File: src/common/sncr_pkg.sv
// package of register numbers, field positions and types for the switch node config bank
package sncr_pkg;

	// register numbers (word index on the configuration port)
	localparam logic [7:0] REG_DEVICE_IDENTIFICATION = 8'h00;
	localparam logic [7:0] REG_SWITCH_DESCRIPTION = 8'h01;
	localparam logic [7:0] REG_SWITCH_CONFIGURATION = 8'h04;
	localparam logic [7:0] REG_NODE_IDENTIFIER = 8'h05;
	localparam logic [7:0] REG_PLL_SETTINGS = 8'h06;
	localparam logic [7:0] REG_SWITCH_CLOCK_DIVIDER = 8'h07;
	localparam logic [7:0] REG_REFERENCE_CLOCK_DIVIDER = 8'h08;
	localparam logic [7:0] REG_JTAG_IDENTITY = 8'h09;
	localparam logic [7:0] REG_USER_CODE = 8'h0A;
	localparam logic [7:0] REG_ROUTE_DIRECTIONS_LOW = 8'h0C;
	localparam logic [7:0] REG_ROUTE_DIRECTIONS_HIGH = 8'h0D;

	// switch configuration field positions
	localparam int CFG_CTRL_LOCK_BIT = 31;
	localparam int CFG_PLL_LOCK_BIT = 8;
	localparam int CFG_HEADER_BIT = 0;

	// pll settings field positions
	localparam int PLL_NO_RESET_BIT = 31;
	localparam int PLL_NO_WAIT_BIT = 30;
	localparam int PLL_BYPASS_BIT = 29;
	localparam int PLL_JTAG_BOOT_BIT = 28;
	// writable bits of pll settings: 31:28, 25:23, 20:8, 6:0
	localparam logic [31:0] PLL_WRITE_MASK = 32'hF39FFF7F;

	// reset values
	localparam logic [31:0] PLL_RESET_VALUE = 32'h00000000;
	localparam logic [15:0] SWITCH_DIV_RESET = 16'h0000;
	localparam logic [15:0] REF_DIV_RESET = 16'h0003;
	localparam logic [15:0] NODE_ID_RESET = 16'h0000;
	localparam logic [31:0] DIRECTIONS_RESET = 32'h00000000;

	// configuration access request
	typedef struct packed {
		logic write;
		logic read;
		logic [7:0] number;
		logic [31:0] data;
	} sncr_req_type;

	// routing lookup request
	typedef struct packed {
		logic valid;
		logic [15:0] destination;
	} sncr_route_req_type;

	// routing answer
	typedef struct packed {
		logic valid;
		logic local_hit;
		logic [3:0] direction;
	} sncr_route_ans_type;

endpackage : sncr_pkg

File: src/sncr_dir_lookup.sv
// priority encoder picking the direction for the most significant mismatching id bit
`timescale 1ns/10ps
`default_nettype none
module sncr_dir_lookup
	import sncr_pkg::*;
(
	// compared identifiers
	input wire logic [15:0] i_destination,
	input wire logic [15:0] i_node_id,
	// direction table, low and high halves
	input wire logic [31:0] i_dir_low,
	input wire logic [31:0] i_dir_high,
	// result
	output logic o_local,
	output logic [3:0] o_direction
);
	logic [15:0] diff; // mismatching bit positions
	logic [63:0] table_all; // directions 15..0 packed

	assign diff = i_destination ^ i_node_id;
	assign table_all = {i_dir_high, i_dir_low};

	// scan upward so the highest mismatch wins
	always_comb begin
		o_local = (diff == 16'h0000);
		o_direction = 4'h0;
		for (int k = 0; k < 16; k++) begin
			if (diff[k]) begin
				o_direction = table_all[4*k +: 4];
			end
		end
	end
endmodule : sncr_dir_lookup
`default_nettype wire

File: src/sncr_switch_node_config_regs.sv
// switch node configuration register bank with direction table lookup
// Behaviour
// - registers reached by numbered configuration reads/writes
// - identification returns boot pins, revision, version
// - description reports links and processor counts
// - bit31 locks control writes, bit8 locks PLL
// - configuration bit0 selects one or two-byte headers
// - node identifier is writable 16 bits, resets zero
// - any PLL settings write with both locks clear resets the tile
// - PLL bit31 set suppresses that reset
// - PLL bit30 set skips waiting for relock
// - PLL bit29 set bypasses the PLL
// - PLL bit28 set forces JTAG boot mode
// - PLL holds output, feedback, input dividers
// - switch clock divider is 16 writable bits
// - reference divider 16 bits, resets to three
// - user code reads OTP code and metal ID
// - mismatch positions 7..0 use low direction register
// - mismatch positions 15..8 use high direction register
`timescale 1ns/10ps
`default_nettype none
module sncr_switch_node_config_regs
	import sncr_pkg::*;
#(
	// identification values; arbitrary defaults
	parameter logic [7:0] SWITCH_REVISION = 8'h01,
	parameter logic [7:0] SWITCH_VERSION = 8'h01,
	parameter logic [7:0] LINK_COUNT = 8'h08,
	parameter logic [7:0] SWITCH_PROCESSORS = 8'h02,
	parameter logic [7:0] DEVICE_PROCESSORS = 8'h02,
	parameter logic [31:0] JTAG_IDENTITY = 32'h00000001, // arbitrary
	parameter logic [17:0] METAL_ID = 18'h00001 // arbitrary
)(
	// clock, reset, enable
	input wire logic I_CLK_SYS,
	input wire logic I_RESETN,
	input wire logic I_CE,
	// strap levels and otp inputs
	input wire logic [7:0] I_BOOT_CONTROL_PINS,
	input wire logic [13:0] I_OTP_USER_CODE,
	// configuration port
	input wire logic I_CFG_WRITE,
	input wire logic I_CFG_READ,
	input wire logic [7:0] I_CFG_NUMBER,
	input wire logic [31:0] I_CFG_WDATA,
	output logic [31:0] O_CFG_RDATA,
	output logic O_CFG_RVALID,
	// routing lookup
	input wire logic I_ROUTE_VALID,
	input wire logic [15:0] I_ROUTE_DEST,
	output logic O_ROUTE_VALID,
	output logic O_ROUTE_LOCAL,
	output logic [3:0] O_ROUTE_DIRECTION,
	// configuration outputs
	output logic O_HEADER_ONE_BYTE,
	output logic [15:0] O_NODE_ID,
	output logic [31:0] O_PLL_SETTINGS,
	output logic O_PLL_BYPASS,
	output logic O_BOOT_FROM_JTAG,
	output logic O_TILE_RESET,
	output logic O_PLL_WAIT_LOCK,
	output logic [15:0] O_SWITCH_CLOCK_DIVIDER,
	output logic [15:0] O_REFERENCE_CLOCK_DIVIDER
);

	// whole state of the bank
	typedef struct packed {
		logic strap_taken; // boot pins captured after reset
		logic [7:0] boot_pins; // captured strap levels
		logic ctrl_lock; // switch control write lock
		logic pll_lock; // pll settings write lock
		logic header_one; // header mode
		logic [15:0] node_id; // node identifier
		logic [31:0] pll; // pll settings
		logic [15:0] sw_div; // switch clock divider
		logic [15:0] ref_div; // reference clock divider
		logic [31:0] dir_low; // directions 0-7
		logic [31:0] dir_high; // directions 8-15
		logic [31:0] rdata; // read answer
		logic rvalid; // read answer strobe
		logic tile_reset; // tile reset pulse
		logic wait_lock; // pll relock wait pulse
		sncr_route_ans_type route; // routing answer
	} sncr_state_type;

	sncr_state_type state; // registered state
	sncr_state_type next_state; // next state
	sncr_req_type req; // bundled access
	sncr_route_req_type rreq; // bundled lookup
	logic look_local; // lookup result: local delivery
	logic [3:0] look_dir; // lookup result: direction
	logic [31:0] read_mux; // selected register value
	logic wr_ctrl_ok; // write to control registers allowed
	logic wr_pll_ok; // write to pll settings allowed

	assign req = '{write: I_CFG_WRITE, read: I_CFG_READ, number: I_CFG_NUMBER, data: I_CFG_WDATA};
	assign rreq = '{valid: I_ROUTE_VALID, destination: I_ROUTE_DEST};

	// direction table lookup against current node id
	sncr_dir_lookup u_lookup (
		.i_destination(rreq.destination),
		.i_node_id(state.node_id),
		.i_dir_low(state.dir_low),
		.i_dir_high(state.dir_high),
		.o_local(look_local),
		.o_direction(look_dir)
	);

	// read multiplexer; reserved bits and unmapped numbers read zero
	always_comb begin
		case (req.number)
			REG_DEVICE_IDENTIFICATION: begin
				read_mux = {8'h00, state.boot_pins, SWITCH_REVISION, SWITCH_VERSION};
			end
			REG_SWITCH_DESCRIPTION: begin
				read_mux = {8'h00, LINK_COUNT, SWITCH_PROCESSORS, DEVICE_PROCESSORS};
			end
			REG_SWITCH_CONFIGURATION: begin
				read_mux = {state.ctrl_lock, 22'h000000, state.pll_lock, 7'h00, state.header_one};
			end
			REG_NODE_IDENTIFIER: begin
				read_mux = {16'h0000, state.node_id};
			end
			REG_PLL_SETTINGS: begin
				read_mux = state.pll;
			end
			REG_SWITCH_CLOCK_DIVIDER: begin
				read_mux = {16'h0000, state.sw_div};
			end
			REG_REFERENCE_CLOCK_DIVIDER: begin
				read_mux = {16'h0000, state.ref_div};
			end
			REG_JTAG_IDENTITY: begin
				read_mux = JTAG_IDENTITY;
			end
			REG_USER_CODE: begin
				read_mux = {I_OTP_USER_CODE, METAL_ID};
			end
			REG_ROUTE_DIRECTIONS_LOW: begin
				read_mux = state.dir_low;
			end
			REG_ROUTE_DIRECTIONS_HIGH: begin
				read_mux = state.dir_high;
			end
			default: begin
				read_mux = 32'h00000000;
			end
		endcase
	end

	// write permissions from the lock bits
	assign wr_ctrl_ok = req.write && !state.ctrl_lock;
	assign wr_pll_ok = wr_ctrl_ok && !state.pll_lock;

	// next state computation
	always_comb begin
		next_state = state;
		next_state.rvalid = 1'b0;
		next_state.tile_reset = 1'b0;
		next_state.wait_lock = 1'b0;
		// capture strap levels once after reset release
		if (!state.strap_taken) begin
			next_state.strap_taken = 1'b1;
			next_state.boot_pins = I_BOOT_CONTROL_PINS;
		end
		// read answer one cycle after request
		if (req.read) begin
			next_state.rvalid = 1'b1;
			next_state.rdata = read_mux;
		end
		// the configuration register stays writable so the lock can be lifted
		if (req.write && req.number == REG_SWITCH_CONFIGURATION) begin
			next_state.ctrl_lock = req.data[CFG_CTRL_LOCK_BIT];
			next_state.pll_lock = req.data[CFG_PLL_LOCK_BIT];
			next_state.header_one = req.data[CFG_HEADER_BIT];
		end
		// guarded control registers
		if (wr_ctrl_ok) begin
			case (req.number)
				REG_NODE_IDENTIFIER: begin
					next_state.node_id = req.data[15:0];
				end
				REG_SWITCH_CLOCK_DIVIDER: begin
					next_state.sw_div = req.data[15:0];
				end
				REG_REFERENCE_CLOCK_DIVIDER: begin
					next_state.ref_div = req.data[15:0];
				end
				REG_ROUTE_DIRECTIONS_LOW: begin
					next_state.dir_low = req.data;
				end
				REG_ROUTE_DIRECTIONS_HIGH: begin
					next_state.dir_high = req.data;
				end
				default: begin
					next_state.rvalid = next_state.rvalid; // read-only numbers ignore writes
				end
			endcase
		end
		// pll settings write and its side effects
		if (wr_pll_ok && req.number == REG_PLL_SETTINGS) begin
			next_state.pll = req.data & PLL_WRITE_MASK;
			next_state.tile_reset = !req.data[PLL_NO_RESET_BIT];
			next_state.wait_lock = !req.data[PLL_NO_WAIT_BIT];
		end
		// routing answer registered one cycle after request
		next_state.route.valid = rreq.valid;
		if (rreq.valid) begin
			next_state.route.local_hit = look_local;
			next_state.route.direction = look_local ? 4'h0 : look_dir;
		end
	end

	// state register with synchronous reset and clock enable
	always_ff @(posedge I_CLK_SYS) begin
		if (!I_RESETN) begin
			state <= '0;
			state.ref_div <= REF_DIV_RESET;
			state.sw_div <= SWITCH_DIV_RESET;
			state.node_id <= NODE_ID_RESET;
			state.pll <= PLL_RESET_VALUE;
			state.dir_low <= DIRECTIONS_RESET;
			state.dir_high <= DIRECTIONS_RESET;
		end else if (I_CE) begin
			state <= next_state;
		end
	end

	// outputs straight from state flops
	assign O_CFG_RDATA = state.rdata;
	assign O_CFG_RVALID = state.rvalid;
	assign O_ROUTE_VALID = state.route.valid;
	assign O_ROUTE_LOCAL = state.route.local_hit;
	assign O_ROUTE_DIRECTION = state.route.direction;
	assign O_HEADER_ONE_BYTE = state.header_one;
	assign O_NODE_ID = state.node_id;
	assign O_PLL_SETTINGS = state.pll;
	assign O_PLL_BYPASS = state.pll[PLL_BYPASS_BIT];
	assign O_BOOT_FROM_JTAG = state.pll[PLL_JTAG_BOOT_BIT];
	assign O_TILE_RESET = state.tile_reset;
	assign O_PLL_WAIT_LOCK = state.wait_lock;
	assign O_SWITCH_CLOCK_DIVIDER = state.sw_div;
	assign O_REFERENCE_CLOCK_DIVIDER = state.ref_div;

	// assertions
	chk_ref_reset: assert property (@(posedge I_CLK_SYS)
		$rose(I_RESETN) |-> O_REFERENCE_CLOCK_DIVIDER == 16'h0003)
		else $error("reference divider not three after reset");
	chk_pll_lock_block: assert property (@(posedge I_CLK_SYS) disable iff (!I_RESETN)
		I_CE && I_CFG_WRITE && I_CFG_NUMBER == REG_PLL_SETTINGS && state.pll_lock
		|=> $stable(O_PLL_SETTINGS) && !O_TILE_RESET)
		else $error("pll settings changed while locked");
	chk_ctrl_lock_block: assert property (@(posedge I_CLK_SYS) disable iff (!I_RESETN)
		I_CE && I_CFG_WRITE && I_CFG_NUMBER == REG_NODE_IDENTIFIER && state.ctrl_lock
		|=> $stable(O_NODE_ID))
		else $error("node id changed while locked");
	chk_tile_reset_pulse: assert property (@(posedge I_CLK_SYS) disable iff (!I_RESETN)
		I_CE && I_CFG_WRITE && I_CFG_NUMBER == REG_PLL_SETTINGS && !state.pll_lock
		&& !state.ctrl_lock && !I_CFG_WDATA[31] |=> O_TILE_RESET)
		else $error("pll write did not reset tile");
	chk_no_reset_bit: assert property (@(posedge I_CLK_SYS) disable iff (!I_RESETN)
		I_CE && I_CFG_WRITE && I_CFG_NUMBER == REG_PLL_SETTINGS && I_CFG_WDATA[31]
		|=> !O_TILE_RESET)
		else $error("tile reset despite suppress bit");
	chk_node_write: assert property (@(posedge I_CLK_SYS) disable iff (!I_RESETN)
		I_CE && I_CFG_WRITE && I_CFG_NUMBER == REG_NODE_IDENTIFIER && !state.ctrl_lock
		|=> O_NODE_ID == $past(I_CFG_WDATA[15:0]))
		else $error("node id write lost");
	chk_read_answer: assert property (@(posedge I_CLK_SYS) disable iff (!I_RESETN)
		I_CE && I_CFG_READ && I_CFG_NUMBER == REG_NODE_IDENTIFIER
		|=> O_CFG_RVALID && O_CFG_RDATA == {16'h0000, $past(O_NODE_ID)})
		else $error("node id read wrong");
	chk_route_local: assert property (@(posedge I_CLK_SYS) disable iff (!I_RESETN)
		I_CE && I_ROUTE_VALID && I_ROUTE_DEST == O_NODE_ID |=> O_ROUTE_VALID && O_ROUTE_LOCAL)
		else $error("local packet not delivered locally");
	chk_route_top_bit: assert property (@(posedge I_CLK_SYS) disable iff (!I_RESETN)
		I_CE && I_ROUTE_VALID && (I_ROUTE_DEST[15] != O_NODE_ID[15])
		|=> O_ROUTE_DIRECTION == $past(state.dir_high[31:28]))
		else $error("bit 15 mismatch direction wrong");
	chk_route_bit_zero: assert property (@(posedge I_CLK_SYS) disable iff (!I_RESETN)
		I_CE && I_ROUTE_VALID && ((I_ROUTE_DEST ^ O_NODE_ID) == 16'h0001)
		|=> O_ROUTE_DIRECTION == $past(state.dir_low[3:0]))
		else $error("bit 0 mismatch direction wrong");
	chk_header_mode: assert property (@(posedge I_CLK_SYS) disable iff (!I_RESETN)
		I_CE && I_CFG_WRITE && I_CFG_NUMBER == REG_SWITCH_CONFIGURATION
		|=> O_HEADER_ONE_BYTE == $past(I_CFG_WDATA[0]))
		else $error("header mode not taken");
endmodule : sncr_switch_node_config_regs
`default_nettype wire

File: config.mk
export PLATFORM = sky130hd
export DESIGN_NAME = sncr_switch_node_config_regs
export DESIGN_NICKNAME = d
export VERILOG_FILES = /design/src/common/sncr_pkg.sv /design/src/sncr_dir_lookup.sv /design/src/sncr_switch_node_config_regs.sv
export SDC_FILE = /design/constraint.sdc
export NUM_CORES = 1
export LEC_CHECK = 0
export ABC_AREA = 1
export BUFFER_PORTS_ARGS = -buffer_cell sky130_fd_sc_hd__buf_2
export CAP_MARGIN = 15
export CORE_AREA = 2 2 194 196
export DETAILED_ROUTE_END_ITERATION = 8
export DIE_AREA = 0 0 196 198
export HOLD_SLACK_MARGIN = 0.1
export MAX_ROUTING_LAYER = met4
export PLACE_DENSITY = 0.43
export RECOVER_POWER = 50
export SKIP_LAST_GASP = 1
export SYNTH_ARGS = -nofsm -noshare
export SYNTH_HDL_FRONTEND = slang
export SYNTH_HIERARCHICAL = 1
export SYNTH_SLANG_ARGS = --single-unit
File: constraint.sdc
create_clock -name I_CLK_SYS -period 2.8 [get_ports I_CLK_SYS]
set_clock_uncertainty 0.2 [all_clocks]
set_input_delay 0.7 -clock I_CLK_SYS [delete_from_list [all_inputs] [get_ports I_CLK_SYS]]
set_output_delay 0.7 -clock I_CLK_SYS [all_outputs]
set_load 0.02 [all_outputs]
==> impl_metrics.env <==
export IMPL_reg2reg_from="O_NODE_ID[0]"
export IMPL_ir_drop_mv=0.440
export IMPL_min_period_ps=2570
export IMPL_run_status="finished clean"
export IMPL_fin_tns_setup_ps=0
export IMPL_slew_headroom_pct=53.5
export IMPL_cts_hold_buf=0
export IMPL_holdCritPathClass="reg2reg"
export IMPL_clk_latency_ps=450
export IMPL_crit_path_start="I_CFG_NUMBER[5]"
export IMPL_fin_crit_sh_pct=91.9
export IMPL_viasPerCell=4.64
export IMPL_cts_tree="built"
export IMPL_hold_violations=0
export IMPL_path_cells="buf_2 -> nor2_1 -> nand2_1 -> inv_1 -> clkbuf_1 -> nand3_1 -> inv_2 -> o21ai_0 -> a21oi_1"
export IMPL_rsz0062_at_grt="no"
export IMPL_crit_type="in2reg"
export IMPL_postRouteAntennaNets=0
export IMPL_fin_util_pct=30.9
export IMPL_grt_pass1_wl_mm=58.0
export IMPL_cts_buffer_depth=2
export IMPL_r2r_end="O_ROUTE_DIRECTION[1]"
export IMPL_area_growth_pct=12.3
export IMPL_vias=9541
export IMPL_syn_inst=1492
export IMPL_wl_mm=39.1
export IMPL_start_util_pct=27.5
export IMPL_cts_setup_buffers=0
export IMPL_avgRoutedWirePerCell_um=19.0
export IMPL_dr_pass1_iters=5
export IMPL_worst_pin_slew_ps=698
export IMPL_cp_slowest_cell="inv_1"
export IMPL_synth_distinct_cells=36
export IMPL_postSynth_asyncResetShare_pct=0
export IMPL_r2r_slack_ps=380
export IMPL_drv_cap=0
export IMPL_synth_edff_count=0
export IMPL_cp_start_kind="primary input"
export IMPL_antenna_found_initial=3
export IMPL_htree_num_levels=4
export IMPL_place_gp_congestion=0.880
export IMPL_yosys_warnings=6
export IMPL_hold_depth=2
export IMPL_grt_pass1_vias=9104
export IMPL_register_area_mm2=0.00384
export IMPL_max_freq_ghz=0.389
export IMPL_route_detailed_drc=0
export IMPL_die_y_um=198
export IMPL_grt_max_degree=133
export IMPL_fp_row_count=71
export IMPL_track_usage_pct=20.8
export IMPL_finalPower_mw=5.74
export IMPL_portBuffers=202
export IMPL_synth_main_ff_cell="dfxtp_1"
export IMPL_nFillCells=4197
export IMPL_maxSlewViolCount=0
export IMPL_dieArea_mm2=0.0388
export IMPL_drive_above_1_share_pct=14.9
export IMPL_power_leakage_nw=4.76
export IMPL_critPathCaptureType="flop"
export IMPL_multi_input_area_mm2=0.00442
export IMPL_clock_sinks=192
export IMPL_cp_required_ps=2980
export IMPL_synth_area_mm2=0.0102
export IMPL_fp_dieW_um=196
export IMPL_ys_ff_latch=192
export IMPL_syn_avg_cell_area_um2=6.82
export IMPL_fin_nets=1653
export IMPL_crit_fanout=28
export IMPL_power_density_mw_per_mm2=503
export IMPL_worst_setup_hold_path_clk_slew_ps=80
export IMPL_first_iter_violations=585
export IMPL_cpPeakStageDelay_ps=450
export IMPL_crit_end="O_REFERENCE_CLOCK_DIVIDER[4]"
export IMPL_cts_root_buf="clkbuf_16"
export IMPL_rr_worst_depth=7
export IMPL_cts_buffers=17
export IMPL_ios=208
export IMPL_yosysSeqAreaShare_pct=37.8
export IMPL_core_area_mm2=0.0370
export IMPL_setup_violations=0
export IMPL_dp_hpwl_mm=29.5
export IMPL_overflow=0
export IMPL_cp_arrival_ps=2760
## synth_stat cells, types with 4 or more instances
master	number	share of area, %
a21oi_1	175	8.6
a21oi_2	4	0.34
buf_2	24	1.2
buf_4	121	8.9
clkbuf_1	40	1.5
clkinv_1	10	0.37
dfxtp_1	192	38
inv_1	138	5.1
inv_2	36	1.3
nand2_1	299	11
nand2_2	5	0.31
nand3_1	135	6.6
nand4_1	11	0.68
nor2_1	64	2.4
o211ai_1	4	0.30
o21ai_0	140	6.9
o21ai_1	37	1.8
or2_1	5	0.31
or2_2	12	0.74
xor2_1	9	0.78
## report_power, final
part | leakage [nW] | switching, mW | total (mW) | internal [mW]
sequential | 1.55 | 0.0107 | 2.76 | 2.75
combinational | 2.94 | 0.323 | 0.474 | 0.151
clock | 0.277 | 1.16 | 2.51 | 1.35
total | 4.76 | 1.50 | 5.74 | 4.24
## cells by family (layout without fill, tap and decap cells)
kind of cell / count (synthesis) / in the layout / synth area share (%)
AOI/OAI and AO/OA: 363 / 363 / 18.2
xor gates and xnor gates: 13 / 13 / 1.64
buffers and inverters: 376 / 461 / 18.9
DFF: 192 / 192 / 37.8
other: 1 / 8 / 0.0369
and+or+nand+nor: 547 / 547 / 23.4
## worst max-delay path: cells and delay by family
family / cells / cell delay, ps
AOI/OAI and AO/OA: 2 / 300
and+or+nand+nor: 3 / 460
buffers and inverters: 4 / 1270
## layout by cell type, fill, tap and decap left out, types with 12 or more instances in the layout
cell	synthesis	final
nand2_1	299	299
dfxtp_1	192	191
a21oi_1	175	175
o21ai_0	140	149
inv_1	138	139
nand3_1	135	136
clkbuf_1	40	115
buf_2	24	93
nor2_1	64	62
inv_2	36	35
o21ai_1	37	28
buf_4	121	27
clkbuf_16	0	17
or2_2	12	12
## metrics by stage
step	hold slack, ps	cell area, um^2	worst slack [ps]	cells
global route	264	11400	32.1	2058
floorplan	233	10200	479	1496
CTS	253	11600	263	2055
finish	261	11400	227	2058
global placement	248	11000	9.59	2024
detailed placement	254	11000	40.1	2024
## metal layers
layer | share of wire (%) | GRT usage [%] | routed length (um)
met1 | 45 | 25.7 | 17600
met2 | 48 | 33.9 | 18600
met3 | 4.0 | 3.63 | 1580
met4 | 3.3 | 8.08 | 1290
met5 | 0 | - | 0
## how the worst min path moves through the flow
stage / start / slack, ps / to
2_1_floorplan: state[46] / 230 / state[46]
3_3_place_gp: O_CFG_RVALID / 250 / O_CFG_RVALID
3_5_place_dp: O_CFG_RDATA[26] / 250 / O_CFG_RDATA[26]
4_1_cts: I_BOOT_CONTROL_PINS[4] / 250 / state[192]
5_1_grt: I_BOOT_CONTROL_PINS[4] / 260 / state[192]
6_report: O_CFG_RVALID / 260 / O_CFG_RVALID
## timing repair
| item | CTS | global route |
|---|---|---|
| endpoints found under the setup margin | 0 | 2 |
| gates resized for setup | 0 | 1 |
| endpoints found under the hold margin | 0 | 0 |
## flip-flops by register name (all words and copies together) (netlist names)
register                   flops
O_PLL_SETTINGS                27
O_ROUTE_LOCAL                  1
O_CFG_RVALID                   1
O_NODE_ID                     16
O_ROUTE_DIRECTION              4
O_SWITCH_CLOCK_DIVIDER        16
O_TILE_RESET                   1
O_CFG_RDATA                   32
O_REFERENCE_CLOCK_DIVIDER     16
state                         75
O_HEADER_ONE_BYTE              1
O_PLL_WAIT_LOCK                1
O_ROUTE_VALID                  1
## area by class of cell
| class | count | area share (%) |
|---|---|---|
| inverters | 188 | 6.45 |
| diodes | 3 | 0.0657 |
| repair buffers | 242 | 10.9 |
| well taps | 474 | 5.19 |
| flip-flops and latches | 192 | 33.7 |
| multi-input cells | 928 | 38.7 |
| clock buffers | 20 | 3.91 |
| clock inverters | 11 | 1.16 |
(Power assumes the default switching activity.)
